[config.mk]
export PLATFORM = sky130hd
export DESIGN_NAME = scg_clock_gen
export DESIGN_NICKNAME = d
export VERILOG_FILES = /design/src/design/scg_pkg.sv /design/src/design/scg_clk_div.sv /design/src/design/scg_clock_gen.sv
export SDC_FILE = /design/constraint.sdc
export NUM_CORES = 1
export LEC_CHECK = 0
export ABC_AREA = 1
export BUFFER_PORTS_ARGS = -buffer_cell sky130_fd_sc_hd__buf_2
export CAP_MARGIN = 0
export CORE_UTILIZATION = 55
export CTS_CLUSTER_SIZE = 14
export DETAILED_ROUTE_END_ITERATION = 8
export PLACE_DENSITY = 0.8
export SYNTH_ARGS = -nofsm -noshare
export SYNTH_HDL_FRONTEND = slang
export SYNTH_HIERARCHICAL = 1
export SYNTH_SLANG_ARGS = --single-unit
[constraint.sdc]
create_clock -name clk -period 2.1 [get_ports clk]
set_input_delay 0.105 -clock clk [delete_from_list [all_inputs] [get_ports clk]]
set_output_delay 0.105 -clock clk [all_outputs]
set_load 0.1 [all_outputs]
[src/design/scg_pkg.sv]
// package of offsets, fields, reset values and carrier types for the system clock generator
// Summary of operation
// - enable high-speed oscillator, wait stable flag
// - boot runs from internal oscillator
// - system clock from source and divider
// - key 0x0096 unlocks protected writes
// - sleep stops sources with sleep-stop set
// - wake switch loads wake source, divider
// - sleep gates real-time clock input
// - output pin drives selected divided clock
// - trim start self-clears, sets done flag
// - trimming lasts about ten milliseconds
// - halt stops CPU, clocks keep running
// - interrupt, NMI, debug, reset end halt/sleep
// - three sticky flags, cleared writing one
// - interrupt only when flag and enable
// - reset release enters run mode
// - debug interrupt enters debug, return exits
// - wake fields at 15, 13-12, 9-8
// - source and divider code meanings
// - selecting stopped source starts it
// - wake switch clears enables of sleep-stopped sources other than the wake source
package scg_pkg;
  localparam logic [7:0] OFS_PROTECT = 8'h00;
  localparam logic [7:0] OFS_SYSTEM_CLOCK = 8'h04;
  localparam logic [7:0] OFS_OSCCTL = 8'h08;
  localparam logic [7:0] OFS_TRIM = 8'h0C;
  localparam logic [7:0] OFS_INTFLAG = 8'h10;
  localparam logic [7:0] OFS_INTEN = 8'h14;
  localparam logic [7:0] OFS_FOUT = 8'h18;
  localparam logic [7:0] OFS_HSADJ = 8'h1C;
  localparam logic [7:0] OFS_HSWAIT = 8'h20;
  localparam logic [7:0] OFS_MODE = 8'h24;
  localparam logic [15:0] PROTECT_KEY = 16'h0096;
  // system clock select fields
  localparam int SRC_LSB = 0;
  localparam int DIV_LSB = 4;
  localparam int WSRC_LSB = 8;
  localparam int WDIV_LSB = 12;
  localparam int WEN_BIT = 15;
  // oscillator control fields: enables at 3..0, sleep stops at 11..8
  localparam int EN_LSB = 0;
  localparam int SLPC_LSB = 8;
  localparam int TRIM_BIT = 4;
  // flag and enable positions
  localparam int F_INT = 0;
  localparam int F_HS = 2;
  localparam int F_TRIM = 4;
  // clock output fields
  localparam int FOEN_BIT = 0;
  localparam int FOSRC_LSB = 2;
  localparam int FODIV_LSB = 4;
  // source codes
  localparam logic [1:0] SRC_INTERNAL = 2'h0;
  localparam logic [1:0] SRC_LOWPOWER = 2'h1;
  localparam logic [1:0] SRC_HIGHSPEED = 2'h2;
  localparam logic [1:0] SRC_EXTERNAL = 2'h3;
  // reset values
  localparam logic [3:0] RST_ENABLES = 4'h1;
  localparam logic [3:0] RST_SLEEPSTOP = 4'hF;
  localparam logic [2:0] RST_HSWAIT = 3'h6;
  localparam logic [5:0] RST_HSADJ = 6'h00;
  // timing: internal settles in 16 of its clocks, counted as half periods
  localparam logic [17:0] INT_SETTLE_HALVES = 18'h00020;
  localparam int TRIM_TIME_US = 10000;
  localparam int REF_FREQ_HZ = 32768;
  localparam int TRIM_REF_EDGES = (TRIM_TIME_US * REF_FREQ_HZ) / 1000000;

  typedef enum {MODE_RUN, MODE_HALT, MODE_SLEEP, MODE_DEBUG} scg_mode_t;

  typedef struct packed {
    logic psel;
    logic penable;
    logic pwrite;
    logic [7:0] paddr;
    logic [31:0] pwdata;
  } scg_apb_req_t;

  typedef struct packed {
    logic pready;
    logic pslverr;
    logic [31:0] prdata;
  } scg_apb_rsp_t;

  typedef struct packed {
    logic haltExec;
    logic sleepExec;
    logic retdExec;
    logic periphIrq;
    logic wdtNmi;
    logic debugIrq;
    logic resetReq;
  } scg_cpu_evt_t;
endpackage

[src/design/scg_clk_div.sv]
// power-of-two clock divider with low-phase source switching
`timescale 1ns/1ps
module scg_clk_div (
  input wire logic clk, // block clock
  input wire logic resetn, // async reset, active low
  input wire logic [3:0] srcLevel, // synchronised source levels
  input wire logic [1:0] sel, // requested source
  input wire logic [3:0] divExp, // requested divide exponent
  input wire logic en, // output allowed
  output logic clkOut // divided clock
);
  logic [1:0] curSel_r;
  logic [3:0] curExp_r;
  logic prevLvl_r;
  logic [14:0] cnt_r;
  logic [14:0] limit;
  logic edgeSeen;
  logic swap;
  assign limit = 15'((32'h1 << curExp_r) - 32'h1);
  assign edgeSeen = srcLevel[curSel_r] != prevLvl_r;
  // a change only lands while the output is low, so no pulse is cut short
  assign swap = !clkOut && ((sel != curSel_r) || (divExp != curExp_r));
  always_ff @(posedge clk or negedge resetn) begin
    if (!resetn) begin
      curSel_r <= 2'h0;
      curExp_r <= 4'h0;
      prevLvl_r <= 1'b0;
      cnt_r <= 15'h0000;
      clkOut <= 1'b0;
    end else if (swap) begin
      curSel_r <= sel;
      curExp_r <= divExp;
      prevLvl_r <= srcLevel[sel];
      cnt_r <= 15'h0000;
    end else if (!en) begin
      clkOut <= 1'b0;
      cnt_r <= 15'h0000;
      prevLvl_r <= srcLevel[curSel_r];
    end else if (edgeSeen) begin
      prevLvl_r <= srcLevel[curSel_r];
      if (cnt_r == limit) begin
        cnt_r <= 15'h0000;
        clkOut <= !clkOut;
      end else begin
        cnt_r <= cnt_r + 15'h0001;
      end
    end
  end
endmodule

[src/design/scg_clock_gen.sv]
// system clock generator: sources, dividers, sleep control, trimming, flags, apb registers
`timescale 1ns/1ps
module scg_clock_gen #(
  parameter int TRIM_EDGES = scg_pkg::TRIM_REF_EDGES
) (
  input wire logic clk, // 40 MHz block clock
  input wire logic resetn, // async reset, active low
  input wire scg_pkg::scg_apb_req_t apbReq, // apb request
  output scg_pkg::scg_apb_rsp_t apbRsp, // apb response
  input wire logic [3:0] oscClockPins, // ext, high-speed, low-power, internal clocks
  input wire scg_pkg::scg_cpu_evt_t cpuEvt, // cpu instruction and wake events
  output logic [3:0] sourceRun, // run request per source
  output logic rtcLowpowerInput, // gate of the real-time clock input
  output logic systemClock, // divided system clock
  output logic clockOutputPin, // clock output pin level
  output logic [5:0] highspeedFineAdjust, // fine adjust to oscillator
  output logic [2:0] highspeedSettleTime, // settle code to oscillator
  output logic trimActive, // trimming engine running
  output logic clkIrq, // interrupt request to controller
  output logic cpuStop, // cpu held (halt, sleep)
  output logic [1:0] cpuMode // 0 run, 1 halt, 2 sleep, 3 debug
);
  import scg_pkg::*;

  // pin clocks pass two flops before use
  logic [3:0] pinMeta_r;
  logic [3:0] pinSync_r;
  logic [3:0] pinPrev_r;
  always_ff @(posedge clk or negedge resetn) begin
    if (!resetn) begin
      pinMeta_r <= 4'h0;
      pinSync_r <= 4'h0;
      pinPrev_r <= 4'h0;
    end else begin
      pinMeta_r <= oscClockPins;
      pinSync_r <= pinMeta_r;
      pinPrev_r <= pinSync_r;
    end
  end
  logic [3:0] srcEdge;
  assign srcEdge = pinSync_r ^ pinPrev_r;

  // register state
  logic unlocked_r;
  logic [1:0] sysSrc_r, sysDiv_r, wakeSrc_r, wakeDiv_r;
  logic wakeEn_r;
  logic [3:0] srcEn_r, sleepStop_r;
  logic trimStart_r;
  logic [2:0] flags_r, irqEn_r;
  logic output_enable_r;
  logic [1:0] output_source_sel_r;
  logic [2:0] output_divider_sel_r;
  logic [5:0] hsAdj_r;
  logic [2:0] hsWait_r;
  scg_mode_t mode_r, mode_nxt;

  // apb decode
  logic setupPh, accessPh, wrCommit;
  logic [31:0] wd;
  assign setupPh = apbReq.psel && !apbReq.penable;
  assign accessPh = apbReq.psel && apbReq.penable;
  assign wrCommit = accessPh && apbRsp.pready && apbReq.pwrite && !apbRsp.pslverr;
  assign wd = apbReq.pwdata;
  wire wrProt = wrCommit && apbReq.paddr == OFS_PROTECT;
  wire wrSys = wrCommit && apbReq.paddr == OFS_SYSTEM_CLOCK && unlocked_r;
  wire wrOsc = wrCommit && apbReq.paddr == OFS_OSCCTL;
  wire wrTrim = wrCommit && apbReq.paddr == OFS_TRIM && unlocked_r;
  wire wrFlag = wrCommit && apbReq.paddr == OFS_INTFLAG;
  wire wrIen = wrCommit && apbReq.paddr == OFS_INTEN;
  wire wrFout = wrCommit && apbReq.paddr == OFS_FOUT;
  wire wrAdj = wrCommit && apbReq.paddr == OFS_HSADJ && unlocked_r;
  wire wrWait = wrCommit && apbReq.paddr == OFS_HSWAIT && unlocked_r;

  // operating modes
  wire wakeCause = cpuEvt.periphIrq || cpuEvt.wdtNmi || cpuEvt.debugIrq || cpuEvt.resetReq;
  always_comb begin
    mode_nxt = mode_r;
    case (mode_r)
      MODE_RUN: begin
        if (cpuEvt.debugIrq) begin
          mode_nxt = MODE_DEBUG;
        end else if (cpuEvt.haltExec) begin
          mode_nxt = MODE_HALT;
        end else if (cpuEvt.sleepExec) begin
          mode_nxt = MODE_SLEEP;
        end
      end
      MODE_HALT, MODE_SLEEP: begin
        // taken whether or not the cpu then accepts the interrupt
        if (cpuEvt.debugIrq) begin
          mode_nxt = MODE_DEBUG;
        end else if (wakeCause) begin
          mode_nxt = MODE_RUN;
        end
      end
      MODE_DEBUG: begin
        if (cpuEvt.retdExec) begin
          mode_nxt = MODE_RUN;
        end
      end
      default: mode_nxt = MODE_RUN;
    endcase
  end
  wire inSleep = mode_r == MODE_SLEEP;
  wire leaveSleep = inSleep && mode_nxt != MODE_SLEEP;
  wire wakeSwitch = leaveSleep && wakeEn_r;

  // source run requests: sleep stops only the marked sources
  logic [3:0] runNow;
  assign runNow = srcEn_r & ~({4{inSleep}} & sleepStop_r);

  // stabilisation counters, counted in source half periods
  logic [17:0] intCnt_r, hsCnt_r;
  logic intStable_r, hsStable_r;
  logic [17:0] hsTarget;
  assign hsTarget = 18'(32'h8 << (2 * hsWait_r));
  wire intDone = runNow[SRC_INTERNAL] && !intStable_r && srcEdge[SRC_INTERNAL] &&
    intCnt_r == INT_SETTLE_HALVES - 18'h1;
  wire hsDone = runNow[SRC_HIGHSPEED] && !hsStable_r && srcEdge[SRC_HIGHSPEED] &&
    hsCnt_r == hsTarget - 18'h1;
  always_ff @(posedge clk or negedge resetn) begin
    if (!resetn) begin
      intCnt_r <= 18'h00000;
      hsCnt_r <= 18'h00000;
      intStable_r <= 1'b1; // already settled when reset lifts, flag stays clear
      hsStable_r <= 1'b0;
    end else begin
      if (!runNow[SRC_INTERNAL]) begin
        intCnt_r <= 18'h00000;
        intStable_r <= 1'b0;
      end else if (intDone) begin
        intStable_r <= 1'b1;
      end else if (!intStable_r && srcEdge[SRC_INTERNAL]) begin
        intCnt_r <= intCnt_r + 18'h00001;
      end
      if (!runNow[SRC_HIGHSPEED]) begin
        hsCnt_r <= 18'h00000;
        hsStable_r <= 1'b0;
      end else if (hsDone) begin
        hsStable_r <= 1'b1;
      end else if (!hsStable_r && srcEdge[SRC_HIGHSPEED]) begin
        hsCnt_r <= hsCnt_r + 18'h00001;
      end
    end
  end
  logic [3:0] srcReady;
  assign srcReady = {runNow[SRC_EXTERNAL], hsStable_r, runNow[SRC_LOWPOWER], intStable_r};

  // auto trimming against the low-power reference; long by nature, so the count is a parameter
  logic [15:0] trimCnt_r;
  wire trimDone = trimStart_r && runNow[SRC_LOWPOWER] && srcEdge[SRC_LOWPOWER] &&
    trimCnt_r == 16'(2 * TRIM_EDGES - 1);
  always_ff @(posedge clk or negedge resetn) begin
    if (!resetn) begin
      trimCnt_r <= 16'h0000;
    end else if (!trimStart_r || trimDone) begin
      trimCnt_r <= 16'h0000;
    end else if (runNow[SRC_LOWPOWER] && srcEdge[SRC_LOWPOWER]) begin
      trimCnt_r <= trimCnt_r + 16'h0001;
    end
  end

  // protection key and protected fields
  always_ff @(posedge clk or negedge resetn) begin
    if (!resetn) begin
      unlocked_r <= 1'b0;
      sysSrc_r <= SRC_INTERNAL;
      sysDiv_r <= 2'h0;
      wakeSrc_r <= 2'h0;
      wakeDiv_r <= 2'h0;
      wakeEn_r <= 1'b0;
      hsAdj_r <= RST_HSADJ;
      hsWait_r <= RST_HSWAIT;
    end else begin
      if (wrProt) begin
        unlocked_r <= wd[15:0] == PROTECT_KEY;
      end
      if (wakeSwitch) begin
        sysSrc_r <= wakeSrc_r;
        sysDiv_r <= wakeDiv_r;
      end else if (wrSys) begin
        sysSrc_r <= wd[SRC_LSB +: 2];
        sysDiv_r <= wd[DIV_LSB +: 2];
        wakeSrc_r <= wd[WSRC_LSB +: 2];
        wakeDiv_r <= wd[WDIV_LSB +: 2];
        wakeEn_r <= wd[WEN_BIT];
      end
      // the oscillator only reads the adjust while halted; software keeps to that
      if (wrAdj) begin
        hsAdj_r <= wd[5:0];
      end
      if (wrWait) begin
        hsWait_r <= wd[2:0];
      end
    end
  end

  // source enables: wake clean-up, software writes, then automatic start
  logic [3:0] enKeep, enBase, enAuto;
  assign enKeep = (4'h1 << wakeSrc_r) | ~sleepStop_r;
  assign enBase = wakeSwitch ? (srcEn_r & enKeep) : (wrOsc ? wd[EN_LSB +: 4] : srcEn_r);
  assign enAuto = wakeSwitch ? (4'h1 << wakeSrc_r) : (wrSys ? (4'h1 << wd[SRC_LSB +: 2]) : 4'h0);
  always_ff @(posedge clk or negedge resetn) begin
    if (!resetn) begin
      srcEn_r <= RST_ENABLES;
      sleepStop_r <= RST_SLEEPSTOP;
    end else begin
      srcEn_r <= enBase | enAuto;
      if (wrOsc) begin
        sleepStop_r <= wd[SLPC_LSB +: 4];
      end
    end
  end

  // trim start, flags, interrupt enables, clock output control
  logic [2:0] flagSet, flagClr;
  assign flagSet = {trimDone, hsDone, intDone};
  assign flagClr = wrFlag ? {wd[F_TRIM], wd[F_HS], wd[F_INT]} : 3'h0;
  always_ff @(posedge clk or negedge resetn) begin
    if (!resetn) begin
      trimStart_r <= 1'b0;
      flags_r <= 3'h0;
      irqEn_r <= 3'h0;
      output_enable_r <= 1'b0;
      output_source_sel_r <= 2'h0;
      output_divider_sel_r <= 3'h0;
    end else begin
      if (trimDone) begin
        trimStart_r <= 1'b0;
      end else if (wrTrim) begin
        trimStart_r <= wd[TRIM_BIT];
      end
      flags_r <= flagSet | (flags_r & ~flagClr);
      if (wrIen) begin
        irqEn_r <= {wd[F_TRIM], wd[F_HS], wd[F_INT]};
      end
      if (wrFout) begin
        output_enable_r <= wd[FOEN_BIT];
        output_source_sel_r <= wd[FOSRC_LSB +: 2];
        output_divider_sel_r <= wd[FODIV_LSB +: 3];
      end
    end
  end

  // active system selection follows the request once that source is ready
  logic [1:0] actSrc_r, actDiv_r;
  always_ff @(posedge clk or negedge resetn) begin
    if (!resetn) begin
      actSrc_r <= SRC_INTERNAL;
      actDiv_r <= 2'h0;
    end else if (srcReady[sysSrc_r]) begin
      actSrc_r <= sysSrc_r;
      actDiv_r <= sysDiv_r;
    end
  end

  function automatic logic [3:0] outExp(input logic [1:0] src, input logic [2:0] code);
    logic [3:0] e;
    e = {1'b0, code};
    if (src == SRC_LOWPOWER) begin
      if (code == 3'h7) begin
        e = 4'hF;
      end else if (code == 3'h6) begin
        e = 4'hC;
      end else if (code == 3'h5) begin
        e = 4'hA;
      end
    end
    return e;
  endfunction

  logic sysClkInt, foutInt;
  scg_clk_div sysDivider (
    .clk(clk),
    .resetn(resetn),
    .srcLevel(pinSync_r),
    .sel(actSrc_r),
    .divExp({2'b00, actDiv_r}),
    .en(1'b1),
    .clkOut(sysClkInt)
  );
  // source 3 of the output mux is the system clock itself
  scg_clk_div outDivider (
    .clk(clk),
    .resetn(resetn),
    .srcLevel({sysClkInt, pinSync_r[2:0]}),
    .sel(output_source_sel_r),
    .divExp(outExp(output_source_sel_r, output_divider_sel_r)),
    .en(output_enable_r),
    .clkOut(foutInt)
  );

  // read mux
  logic [31:0] rdata;
  logic hit;
  always_comb begin
    rdata = 32'h00000000;
    hit = 1'b1;
    if (apbReq.paddr == OFS_PROTECT) begin
      rdata = {31'h0, unlocked_r};
    end else if (apbReq.paddr == OFS_SYSTEM_CLOCK) begin
      rdata = {16'h0, wakeEn_r, 1'b0, wakeDiv_r, 2'b00, wakeSrc_r, 2'b00, sysDiv_r, 2'b00, sysSrc_r};
    end else if (apbReq.paddr == OFS_OSCCTL) begin
      rdata = {20'h0, sleepStop_r, 4'h0, srcEn_r};
    end else if (apbReq.paddr == OFS_TRIM) begin
      rdata = {27'h0, trimStart_r, 4'h0};
    end else if (apbReq.paddr == OFS_INTFLAG) begin
      rdata = {27'h0, flags_r[2], 1'b0, flags_r[1], 1'b0, flags_r[0]};
    end else if (apbReq.paddr == OFS_INTEN) begin
      rdata = {27'h0, irqEn_r[2], 1'b0, irqEn_r[1], 1'b0, irqEn_r[0]};
    end else if (apbReq.paddr == OFS_FOUT) begin
      rdata = {25'h0, output_divider_sel_r, output_source_sel_r, 1'b0, output_enable_r};
    end else if (apbReq.paddr == OFS_HSADJ) begin
      rdata = {26'h0, hsAdj_r};
    end else if (apbReq.paddr == OFS_HSWAIT) begin
      rdata = {29'h0, hsWait_r};
    end else if (apbReq.paddr == OFS_MODE) begin
      rdata = {26'h0, actDiv_r, actSrc_r, cpuMode};
    end else begin
      hit = 1'b0;
    end
  end

  // outputs, all registered
  always_ff @(posedge clk or negedge resetn) begin
    if (!resetn) begin
      apbRsp <= '0;
      mode_r <= MODE_RUN;
      sourceRun <= RST_ENABLES;
      rtcLowpowerInput <= 1'b0;
      systemClock <= 1'b0;
      clockOutputPin <= 1'b0;
      highspeedFineAdjust <= RST_HSADJ;
      highspeedSettleTime <= RST_HSWAIT;
      trimActive <= 1'b0;
      clkIrq <= 1'b0;
      cpuStop <= 1'b0;
      cpuMode <= 2'h0;
    end else begin
      // one wait state: answer is raised in the second access cycle, held for one
      apbRsp.pready <= accessPh && !apbRsp.pready;
      apbRsp.pslverr <= accessPh && !apbRsp.pready && !hit;
      if (accessPh && !apbRsp.pready && !apbReq.pwrite) begin
        apbRsp.prdata <= rdata;
      end
      mode_r <= mode_nxt;
      sourceRun <= runNow;
      rtcLowpowerInput <= runNow[SRC_LOWPOWER];
      systemClock <= sysClkInt;
      clockOutputPin <= foutInt && output_enable_r;
      highspeedFineAdjust <= hsAdj_r;
      highspeedSettleTime <= hsWait_r;
      trimActive <= trimStart_r;
      clkIrq <= |(flags_r & irqEn_r);
      cpuStop <= mode_nxt == MODE_HALT || mode_nxt == MODE_SLEEP;
      cpuMode <= 2'(mode_nxt);
    end
  end
  wire unusedSetup = setupPh;
endmodule

==> results of run 1 <==
[kinds of logic after synthesis]
family	count (synthesis)
AO/OA/AOI/OAI	186
XOR/XNOR	67
adder cells (fa/ha/maj)	8
buffers and inverters	277
flip-flops	221
other	2
AND/OR/NAND/NOR	979
[power groups by stage]
stage          Sequential, mW  Clock (mW)  Combinational [mW]
2_1_floorplan            4.82           0                1.74
3_3_place_gp             4.79           0                2.40
3_5_place_dp             4.80           0                2.46
4_1_cts                  4.72        4.69                2.55
5_1_grt                  4.76        4.85                3.10
6_report                 4.73        4.60                2.79
[placed cells by master, fill, tap and decap left out, types with 6 or more instances in the layout]
cell type,instances
buf_12,6
xor2_1,60
buf_2,75
nand2_2,20
nand3_1,141
dfrtp_1,207
nand4_1,73
nor4_1,10
conb_1,53
nor2_2,19
o22ai_1,15
nor2_1,130
o21ai_1,26
clkinv_2,9
ha_1,6
inv_1,202
buf_4,70
nand2_4,7
nor3_1,34
a21oi_1,31
xnor2_1,7
nand2_1,517
inv_2,12
o21ai_0,88
o31ai_1,6
dfstp_2,11
clkbuf_16,26
nor2_4,8
dlygate4sd3_1,26
[layer usage]
layer  part of all wire (%)  up-vias  global-route usage [%]
li1                       -     5960                       -
met1                     43     5713                   37.25
met2                     47      469                   46.41
met3                    7.1       69                   3.586
met4                    2.5        0                   8.015
met5                      0        -                       0
[area by class of cell]
type / instances / area (µm²)
repair inverters: 1 / 5.005
flip-flops and latches: 221 / 5548
well taps: 313 / 391.6
clock buffers: 28 / 646.9
repair buffers: 182 / 1355
fillers: 1821 / 7286
inverters: 217 / 820.8
clock inverters: 16 / 229.0
multi-input cells: 1296 / 6496
[worst min-delay path by stage]
stage          startpoint                   end  slack [ns]  depth (start not counted)
2_1_floorplan      resetn           actDiv_r[0]       -0.19                          0
3_3_place_gp       resetn   sysDivider/cnt_r[8]        0.09                          1
3_5_place_dp       resetn  sysDivider/cnt_r[10]        0.09                          1
4_1_cts         cpuEvt[4]             mode_r[1]       0.003                          4
5_1_grt         cpuEvt[4]             mode_r[1]        0.08                          4
6_report        cpuEvt[4]             mode_r[1]        0.02                          4
[flip-flops by register name (all words and copies together), names as in the netlist, 6 cells and up]
register / count
intCnt_r: 18
sysDivider/cnt_r: 15
outDivider/cnt_r: 15
apbRsp: 16
mode_r: 32
hsAdj_r: 6
highspeedFineAdjust: 6
trimCnt_r: 16
hsCnt_r: 18
[per-stage QoR]
stage | setup TNS (ns) | setup WS [ns] | hold slack, ns | std cells
finish | -0.4224 | -0.06349 | 0.02096 | 2274
global route | -5.057 | -0.2453 | 0.07590 | 2274
CTS | 0 | 0.001326 | 0.003296 | 2260
detailed placement | -2.336 | -0.1875 | 0.08603 | 2181
global placement | -0.3247 | -0.1015 | 0.09450 | 2181
floorplan | 0 | 0.01978 | -0.1906 | 1791
[what timing repair did]
item	4_1_cts	5_1_grt
pin swaps	4	32
setup buffers	8	9
setup endpoints to repair	32	77
cloned	1	5
hold buffers	26	0
endpoints found under the hold margin	242	0
resized for setup	13	49
[synth_stat cells, types with 2 or more instances]
master      n  share of area, %
a21oi_1    32               1.2
a21oi_2     2              0.14
buf_2      10              0.39
buf_4      25               1.5
buf_6       8              0.70
clkbuf_1   16              0.47
conb_1      2             0.058
dfrtp_1   210                41
dfstp_2    11               2.3
ha_1        8              0.78
inv_1     206               6.0
inv_2       9              0.26
nand2_1   531                16
nand2_2     6              0.29
nand2_4     7              0.61
nand3_1   144               5.6
nand3_2     4              0.31
nand3_4     2              0.27
nand4_1    73               3.6
nor2_1    139               4.1
nor2_2     12              0.58
nor2_4      6              0.53
nor3_1     35               1.4
nor3_2      2              0.16
nor4_1     10              0.49
o211ai_1    3              0.18
o21ai_0    93               3.6
o21ai_1    24              0.94
o21ai_4     2              0.25
o22ai_1    15              0.73
o31ai_1     6              0.35
or2_1       2             0.097
or2_2       2             0.097
xnor2_1     7              0.48
xor2_1     60               4.1
[worst max-delay path, stage by stage, from the launching register on]
cell and delay, ns:
dfrtp_1 0.40, nor2_4 0.19, nand3_2 0.13, ha_4 0.29
inv_2 0.03, nand2_1 0.05, nand2_1 0.05, nor2_1 0.08
nand3_1 0.07, nor2_1 0.10, nand2_1 0.07, nor2_2 0.15
nand3_4 0.13, nand2_4 0.14, buf_4 0.12, o22ai_1 0.05
==> qor.yml, run 1 <==
outcome:
  status: "complete, but fails checks"
  violations: "setup timing"
layout:
  finalInstanceArea_mm2: 0.01549
  fin_util_pct: 68.01
  drive_gt1_share_pct: 15.91
  final_nets: 2008
  areaGrowthSynthToFinish_pct: 20.67
  diodes: 0
worst_setup_path:
  worstPathRequired_ns: 2.51
  cp-end-kind: "register"
  critPathKind: "reg -> reg"
  cp_max_fo: 8
  critPathLaunch: "sysDivider/curExp_r[2]"
  rrSetupSlack_ns: -0.06
  worst_r2r_endpoint: "sysDivider/cnt_r[4]"
  start_kind: "register"
  reg2reg_depth: 15
  worstReg2RegStart: "sysDivider/curExp_r[2]"
  crit_end: "sysDivider/cnt_r[4]"
  crit_arrival_ns: 2.57
detailed_routing:
  vias_per_cell: 5.370
  wire_per_inst_um: 14.50
  num_vias: 12210
  drt_pass1_iterations: 5
  drt_wl_total_um: 32980
  postRouteAntennaNets: 0
  drc_errors: 0
  drtIter0Drc: 816
logic_synthesis:
  ys_seq_area_share_pct: 43.18
  yosys.area_share.simple_pct: 33.89
  postSynth.asyncResetShare_pct: 100.0
  syn_area_mm2: 0.01284
  synth_top_family_by_area: "simple AND/OR/NAND/NOR gates"
  ys_warn_count: 6
  ys_seq_elements: 221
  synth_fa_ha_area_share_pct: 0.7797
  syn_inst: 1740
  synth_compound_area_share_pct: 8.118
  synth.distinct_cells: 51
  synth_edf_count: 0
  synth_ff_type: "dfrtp_1"
  syn_avg_cell_area_um2: 7.378
  muxShareOfSynthArea_pct: 0
  synth_xor_area_share_pct: 4.571
clock_network:
  cts_max_level: 1
  clock_sinks: 221
  numCtsBuffers: 25
  tritoncts: "yes"
  cts-root-buf: "clkbuf_16"
  insertion_delay_ns: 0.54
  clk_pin_slew_ns: 0.06
  ctsLongestPathBuffers: 3
timing:
  tightest_slew_ns: 0.6680
  rsz0062_at_grt: "yes"
  hold_violations: 0
  setup_viol: 17
  slew_headroom_pct: 55.42
  drv_slew: 0
  clock_skew_ns: 0.01674
  min_period_over_period_pct: 103.0
  finalWorstSetupSlack_ns: -0.06349
  fin_crit_ns: 2.163
  max_freq_mhz: 462.2
global_route:
  gr-total-overflow: 0
  grt_pass1_wl_um: 54080
  grt_util_all_layers_pct: 27.55
  antenna_found_initial: 0
  grt_max_degree: 65
  grt_pass1_vias: 11390
power:
  power_frac_comb_pct: 23.0
  power.total_mw: 12.12
  p_sw_share_pct: 31.53
  power.switching_mw: 3.821
  p_int_mw: 8.298
  pwr-share-clk_pct: 38.0
  ir_drop_uv: 729.7
  pwr-share-seq_pct: 39.0
  power.density_mw_per_mm2: 782.2
  power.leakage_nw: 7.811
floorplanning:
  start_util_pct: 56.36
  die_y_um: 154.8
  num_io_pins: 111
  core_mm2: 0.02278
  rows: 55
  chipWidth_um: 154.8
  die_area_mm2: 0.02396
place:
  portBuffers: 76
  placed_cell_area_mm2: 0.01394
  dpl.hpwl_um: 23310
  place.gp.congestion: 0.9527
flow_run:
  cap_violations: 0
worst_hold_path:
  min_path_type: "in -> reg"
No activity file was read; power rests on OpenSTA's default activity.
==> run 2, diff against run 1 <==
--- a/config.mk
+++ b/config.mk
@@ -12,6 +12,7 @@
 export CTS_CLUSTER_SIZE = 14
 export DETAILED_ROUTE_END_ITERATION = 8
 export PLACE_DENSITY = 0.8
+export SETUP_SLACK_MARGIN = 0.05
 export SYNTH_ARGS = -nofsm -noshare
 export SYNTH_HDL_FRONTEND = slang
 export SYNTH_HIERARCHICAL = 1
==> run 2 against run 1 <==
Compared with the run above: the flow still finishes with violations (setup timing); cell count is 0.62% higher; first-iteration DRC count rose by 32%; worst hold slack improved by 0.033 ns; power about the same; count of clock-buffer cells in the layout grew 7; setup slack better by 0.061 ns; register-to-register slack gained 0.06 ns; non-clock buffer count grew 8; critical path depth increased by 1; cell area is 2.5% higher; clock skew grew 0.0033 ns.
==> qor.yml, run 2 (same netlist as run 1, synthesis figures left out) <==
timing:
  tightest_slew_ns: 0.7161  # +0.04812 ns
  drv_slew: 0  # unchanged
  finalWorstSetupSlack_ns: -0.002073  # +0.06141 ns
  clock_skew_ns: 0.02003  # +0.003284 ns
  setup_viol: 1  # -16
  finalSetupTns_ns: -0.002073  # +0.4203 ns
  rsz0062_at_grt: "yes"
  slew_headroom_pct: 52.19  # -3.2 points
  hold_violations: 0  # unchanged
  fin_crit_ns: 2.102  # -0.06141 ns
  holdWs_ns: 0.05349  # +0.03253 ns
  min_period_over_period_pct: 100.1  # -2.9 points
  max_freq_mhz: 475.7  # +2.9%
detailed_routing:
  drtIter0Drc: 1079  # +32%
  vias_per_cell: 5.498  # +2.4%
  num_vias: 12580  # +3.0%
  postRouteAntennaNets: 0  # unchanged
  wire_per_inst_um: 15.27  # +5.3%
  drt_wl_total_um: 34930  # +5.9%
  drc_errors: 0  # unchanged
  drt_pass1_iterations: 6  # +1
global_route:
  gr-total-overflow: 0  # unchanged
  grt_max_degree: 71  # +9.2%
  grt_util_all_layers_pct: 28.66  # +1.1 points
  busiest_layer: "met2"
  globalRouteMet3Util_pct: 3.558  # -0.028 points
  grt_pass1_vias: 11770  # +3.3%
  grt_pass1_wl_um: 56060  # +3.7%
  met2_usage_pct: 46.86  # +0.45 points
  use_met1_pct: 39.27  # +2.0 points
  antenna_found_initial: 0  # unchanged
layout:
  reg_top3: "mode_r (32), hsCnt_r (18), intCnt_r (18)"
  layout_commonest_cell: "nand2_1"
  largest-register: "mode_r"
  areaGrowthSynthToFinish_pct: 23.71
  instances_no_fill: 2288  # +0.62%
  final_nets: 2020  # +0.60%
  n_fill_cell: 1763  # -3.2%
  diodes: 0  # unchanged
  largest_reg_flops: 32  # unchanged
  final_cell_mix: "nand2_1 (507), dfrtp_1 (206), inv_1 (200)"
  drive_gt1_share_pct: 19.19  # +3.3 points
floorplanning:
  num_io_pins: 111  # unchanged
  start_util_pct: 56.36  # unchanged
  die_area_mm2: 0.02396  # unchanged
  core_mm2: 0.02278  # unchanged
  rows: 55  # unchanged
  chipWidth_um: 154.8  # unchanged
  die_y_um: 154.8  # unchanged
worst_setup_path:
  worstPathRequired_ns: 2.52  # about the same
  start_kind: "register"
  cp-end-kind: "register"
  path_cells: "nor2_4 > buf_4 > buf_4 > buf_4 > nand2_1 > nand2_1 > nand2_1 > nand2_1 > nand2_1 > nand2_1 > nor2_1 > nand3_4 > nand2_4 > nand2_2 > nand2_1 > nand2_1"
  crit_arrival_ns: 2.52  # -0.05 ns
  slowest_delay_ns: 0.40  # about the same
  critPathKind: "reg -> reg"
  cp_num_buf_inv: 3  # +1
  crit_slowest_cell: "dfrtp_1"
  crit_top_cell: "nand2_1"
  critical-path-top-delay-family: "simple AND/OR/NAND/NOR gates"
  cp_max_fo: 5  # -3
outcome:
  violations: "setup timing"
  status: "complete, but fails checks"
place:
  pre_cts_ws_ns: -0.1711  # +0.01638 ns
  dpl.hpwl_um: 23610  # +1.3%
  portBuffers: 76  # unchanged
  place.gp.congestion: 0.9407  # -1.3%
  place_inst: 2182  # +0.046%
power:
  power.leakage_nw: 7.935  # +1.6%
  power.total_mw: 12.12  # about the same
  power.density_mw_per_mm2: 763.2  # -2.4%
  ir_drop_uv: 605.0  # -17%
clock_network:
  cts-root-buf: "clkbuf_16"
  clk_pin_slew_ns: 0.06  # about the same
  cts_max_level: 1  # unchanged
  insertion_delay_ns: 0.54  # about the same
  numCtsBuffers: 25  # unchanged
  ctsLongestPathBuffers: 3  # unchanged
  clock_sinks: 221  # unchanged
  tritoncts: "yes"
worst_hold_path:
  min_path_type: "in -> reg"
flow_run:
  cap_violations: 0  # unchanged
-- run 2: per-stage QoR --
| step | instance area (µm²) | util [%] |
|---|---|---|
| 3_5_place_dp | 13960 | 61.30 |
| 3_3_place_gp | 13960 | 61.30 |
| 5_1_grt | 15880 | 69.73 |
| 2_1_floorplan | 13030 | - |
| 4_1_cts | 15320 | 67.26 |
| 6_report | 15880 | 69.73 |
-- run 2: cell type report --
cell class / instances / area (µm²) / area share (%)
Timing Repair Buffer: 190 / 1429 / 8.996
Inverter: 217 / 824.5 / 5.191
Tap cell: 313 / 391.6 / 2.466
Timing Repair inverter: 2 / 15.01 / 0.09453
Sequential cell: 221 / 5549 / 34.94
Clock buffer: 35 / 723.2 / 4.553
Clock inverter: 11 / 152.6 / 0.9611
Multi-Input combinational cell: 1299 / 6798 / 42.80
-- run 2: power by group --
group	switching (mW)	internal, mW
sequential	0.244	4.50
combinational	1.84	0.965
clock	1.78	2.79
total	3.86	8.26
-- run 2: layer usage --
| metal | routed length [µm] | up-vias |
|---|---|---|
| li1 | - | 6005 |
| met1 | 14530 | 5886 |
| met2 | 16530 | 583 |
| met3 | 2644 | 105 |
| met4 | 1224 | 0 |
| met5 | 0 | - |
-- run 2: path summary, 6_finish.rpt --
kind	start	end	slack, ns	cells after the start
min	cpuEvt[4]	mode_r[1]	0.05	4
max in group asynchronous	resetn	sleepStop_r[2]	1.26	3
max	sysDivider/curExp_r[3]	sysDivider/clkOut	-0.002	16
max reg2reg	sysDivider/curExp_r[3]	sysDivider/clkOut	-0.002	16
min in group asynchronous	resetn	sysDivider/cnt_r[10]	0.13	2
min reg2reg	pinMeta_r[2]	pinSync_r[2]	0.35	0
-- run 2: timing repair --
action / CTS / global route
endpoints found under the hold margin: 153 / 0
hold buffers: 25 / 0
buffers inserted: 15 / 11
cloned: 3 / 7
pin swaps: 20 / 55
endpoints found under the setup margin: 34 / 83
gates resized for setup: 29 / 108
-- run 2: worst register-to-register path, cell delays in order, from the launching register on --
cell	delay (ns)
dfrtp_1	0.40
nor2_4	0.07
buf_4	0.13
buf_4	0.13
buf_4	0.14
nand2_1	0.07
nand2_1	0.13
nand2_1	0.12
nand2_1	0.06
nand2_1	0.06
nand2_1	0.06
nor2_1	0.18
nand3_4	0.16
nand2_4	0.14
nand2_2	0.06
nand2_1	0.06
nand2_1	0.05
==> run 3, diff against run 2 <==
--- a/config.mk
+++ b/config.mk
@@ -5,13 +5,12 @@
 export SDC_FILE = /design/constraint.sdc
 export NUM_CORES = 1
 export LEC_CHECK = 0
-export ABC_AREA = 1
 export BUFFER_PORTS_ARGS = -buffer_cell sky130_fd_sc_hd__buf_2
 export CAP_MARGIN = 0
-export CORE_UTILIZATION = 55
+export CORE_UTILIZATION = 54
 export CTS_CLUSTER_SIZE = 14
 export DETAILED_ROUTE_END_ITERATION = 8
-export PLACE_DENSITY = 0.8
+export PLACE_DENSITY = 0.79
 export SETUP_SLACK_MARGIN = 0.05
 export SYNTH_ARGS = -nofsm -noshare
 export SYNTH_HDL_FRONTEND = slang
==> run 3 against run 2 <==
Compared with the run above: the run still ends with setup timing left; cell area rose by 2.9%; clock skew rose by 0.0084 ns; non-clock buffer count is 109 higher; utilization increased by 5.2 points; setup slack got worse by 0.85 ns; wire length increased by 8.6%; count of clock-buffer cells in the layout did not move; power decreased by 23%; worst hold slack better by 0.036 ns; sequential cell count is the same; combinational power fell by 69%; synthesized cell count shrank 29%.
==> qor.yml, run 3 <==
clock_network:
  clk_pin_slew_ns: 0.07  # about the same
  cts-root-buf: "clkbuf_16"
  numCtsBuffers: 24  # -4.0%
  insertion_delay_ns: 0.55  # about the same
  tritoncts: "yes"
  cts_max_level: 1  # unchanged
  ctsLongestPathBuffers: 3  # unchanged
  clock_sinks: 221  # unchanged
logic_synthesis:
  ys_seq_area_share_pct: 46.20  # +3.0 points
  synth_edf_count: 0  # unchanged
  synth_fa_ha_area_share_pct: 0.8341  # +0.054 points
  syn_area_mm2: 0.01200  # -6.5%
  synth_top_family_by_area: "simple AND/OR/NAND/NOR gates"
  muxShareOfSynthArea_pct: 6.402  # +6.4 points
  synth_most_common_cell: "dfrtp_1"
  netlist.area_leader.share_pct: 43.79  # +2.9 points
  yosysTopAreaCell: "dfrtp_1"
  synth_compound_area_share_pct: 14.89  # +6.8 points
  synth_ff_type: "dfrtp_1"
  syn_inst: 1231  # -29%
  syn_avg_cell_area_um2: 9.748  # +32%
  ys_seq_elements: 221  # unchanged
  synth.distinct_cells: 91  # +78%
  synth_xor_area_share_pct: 4.306  # -0.26 points
  postSynth.asyncResetShare_pct: 100.0  # unchanged
  yosys.area_share.simple_pct: 22.30  # -12 points
  ys_warn_count: 6  # unchanged
  synthTopCellsByArea: "dfrtp_1 (44%), nand2_1 (3.7%), mux2_2 (3.7%)"
  yosys-top-cells-count: "dfrtp_1 (210), nand2_1 (119), nor2_1 (92), nand3_1 (64)"
global_route:
  grt_pass1_vias: 10900  # -7.4%
  grt_util_all_layers_pct: 30.97  # +2.3 points
  grt_max_degree: 73  # +2.8%
  gr-total-overflow: 0  # unchanged
  grt_pass1_wl_um: 55650  # -0.73%
  antenna_found_initial: 3  # +3
place:
  portBuffers: 76  # unchanged
  placed_cell_area_mm2: 0.01383  # -0.94%
  place.gp.congestion: 0.9311  # -1.0%
  dpl.hpwl_um: 22640  # -4.1%
  place_inst: 1704  # -22%
worst_setup_path:
  cp-end-kind: "register"
  rrSetupSlack_ns: -0.85  # -0.85 ns
  crit_arrival_ns: 3.38  # +0.86 ns
  worstPathRequired_ns: 2.53  # about the same
  cp_max_fo: 6  # +1
  critPathKind: "reg -> reg"
  start_kind: "register"
detailed_routing:
  vias_per_cell: 6.329  # +15%
  routed-wl-met2_um: 18920  # +14%
  postRouteAntennaNets: 0  # unchanged
  drc_errors: 0  # unchanged
  drtIter0Drc: 917  # -15%
  maxUsedRoutingLayer: "met5"
  num_vias: 11560  # -8.1%
  wl_met1_um: 14280  # -1.7%
  drt_wl_total_um: 37920  # +8.6%
  wl_met3_um: 3182  # +20%
  drt_pass1_iterations: 7  # +1
  wire_per_inst_um: 20.76  # +36%
timing:
  setup_viol: 72  # +71
  slew_headroom_pct: 48.35  # -3.8 points
  tightest_slew_ns: 0.7688  # +0.05271 ns
  rsz0062_at_grt: "yes"
  clock_skew_ns: 0.02838  # +0.008356 ns
  min_period_over_period_pct: 140.5  # +40 points
  finalWorstSetupSlack_ns: -0.8514  # -0.8493 ns
  max_freq_mhz: 338.8  # -29%
  fin_crit_ns: 2.951  # +0.8493 ns
  drv_slew: 0  # unchanged
  hold_violations: 0  # unchanged
  finalSetupTns_ns: -29.27  # -29.27 ns
outcome:
  status: "complete, but fails checks"
  violations: "setup timing"
layout:
  largest-register: "mode_r"
  layout_commonest_cell: "dfrtp_1"
  areaGrowthSynthToFinish_pct: 36.24
  largest_reg_flops: 32  # unchanged
  final_cell_mix: "dfrtp_1 (206), buf_4 (151), nand2_1 (109)"
  reg_top3: "mode_r (32), hsCnt_r (18), intCnt_r (18)"
  instances_no_fill: 1827  # -20%
  final_nets: 1591  # -21%
  drive_gt1_share_pct: 34.63  # +15 points
  finalInstanceArea_mm2: 0.01635  # +2.9%
flow_run:
  cap_violations: 0  # unchanged
power:
  ir_drop_uv: 577.3  # -4.6%
  power.total_mw: 9.374  # -23%
  power.density_mw_per_mm2: 573.3  # -25%
  power.leakage_nw: 7.145  # -10%
floorplanning:
  num_io_pins: 111  # unchanged
  chipWidth_um: 151.1  # -2.4%
  die_area_mm2: 0.02282  # -4.7%
  core_mm2: 0.02182  # -4.2%
  rows: 54  # -1.8%
  start_util_pct: 54.99  # -1.4 points
  die_y_um: 151.1  # -2.4%
worst_hold_path:
  min_path_type: "in -> reg"
[run 3: critical path, stage by stage (launching register included)]
cell and delay, ns:
dfrtp_1 0.41, nor3_4 0.22, nand2b_1 0.13, ha_4 0.19
or4bb_1 0.51, a21oi_2 0.21, o21ai_2 0.10, a2111oi_4 0.31
nand4_1 0.18, buf_6 0.17, buf_6 0.13, a31oi_1 0.17
o22ai_1 0.10
[run 3: kinds of logic after synthesis]
family	Yosys count
compound gates	250
flops	221
simple gates	501
buf+inv	124
fa+ha+maj	8
other cells	2
mux	66
xor+xnor	59
[run 3: where the power goes]
part           switching, mW  leakage, nW  internal [mW]  total [mW]
Sequential            0.0581         2.91           4.32        4.38
Combinational          0.612         3.88          0.256       0.867
Clock                   1.82        0.355           2.31        4.12
Total                   2.49         7.15           6.89        9.37
[run 3: timing repair]
item,4_1_cts,5_1_grt
setup buffers,27,18
setup endpoints to repair,77,108
cloned,10,2
pin swaps,86,57
endpoints found under the hold margin,137,0
hold buffers,25,0
resized for setup,109,101
[run 3: layer usage]
layer / up-vias / global-route usage (%)
met3: 164 / 5.211
met2: 650 / 52.80
met5: - / 0
li1: 5066 / -
met4: 2 / 11.35
met1: 5681 / 39.59
[run 3: final timing paths]
kind	cells past startpoint	from	to
worst max-delay path	12	sysDivider/curExp_r[2]	sysDivider/cnt_r[14]
worst min-delay path	4	apbReq[7]	unlocked_r
worst max register to register	12	sysDivider/curExp_r[2]	sysDivider/cnt_r[14]
worst min register to register	0	pinMeta_r[0]	pinSync_r[0]
max in group asynchronous	3	resetn	pinSync_r[3]
min in group asynchronous	2	resetn	outDivider/cnt_r[4]
[run 3: stage by stage]
step	hold WS (ns)	setup WS (ns)	utilization [%]
floorplan	-0.1906	-0.8180	-
global placement	0.1263	-0.8839	63.38
detailed placement	0.1193	-0.9734	63.38
CTS	0.02852	-0.7479	71.83
global route	0.1041	-0.9703	74.91
finish	0.08910	-0.8514	74.92
[run 3: final cells by class]
| cell class | count | area [µm²] |
|---|---|---|
| Multi-Input combinational cell | 942 | 7063 |
| Clock inverter | 9 | 75.07 |
| Tap cell | 280 | 350.3 |
| Clock buffer | 35 | 691.9 |
| Sequential cell | 221 | 5552 |
| Timing Repair Buffer | 299 | 2466 |
| Inverter | 39 | 146.4 |
| Fill cell | 1350 | 5474 |
| Antenna cell | 2 | 5.005 |
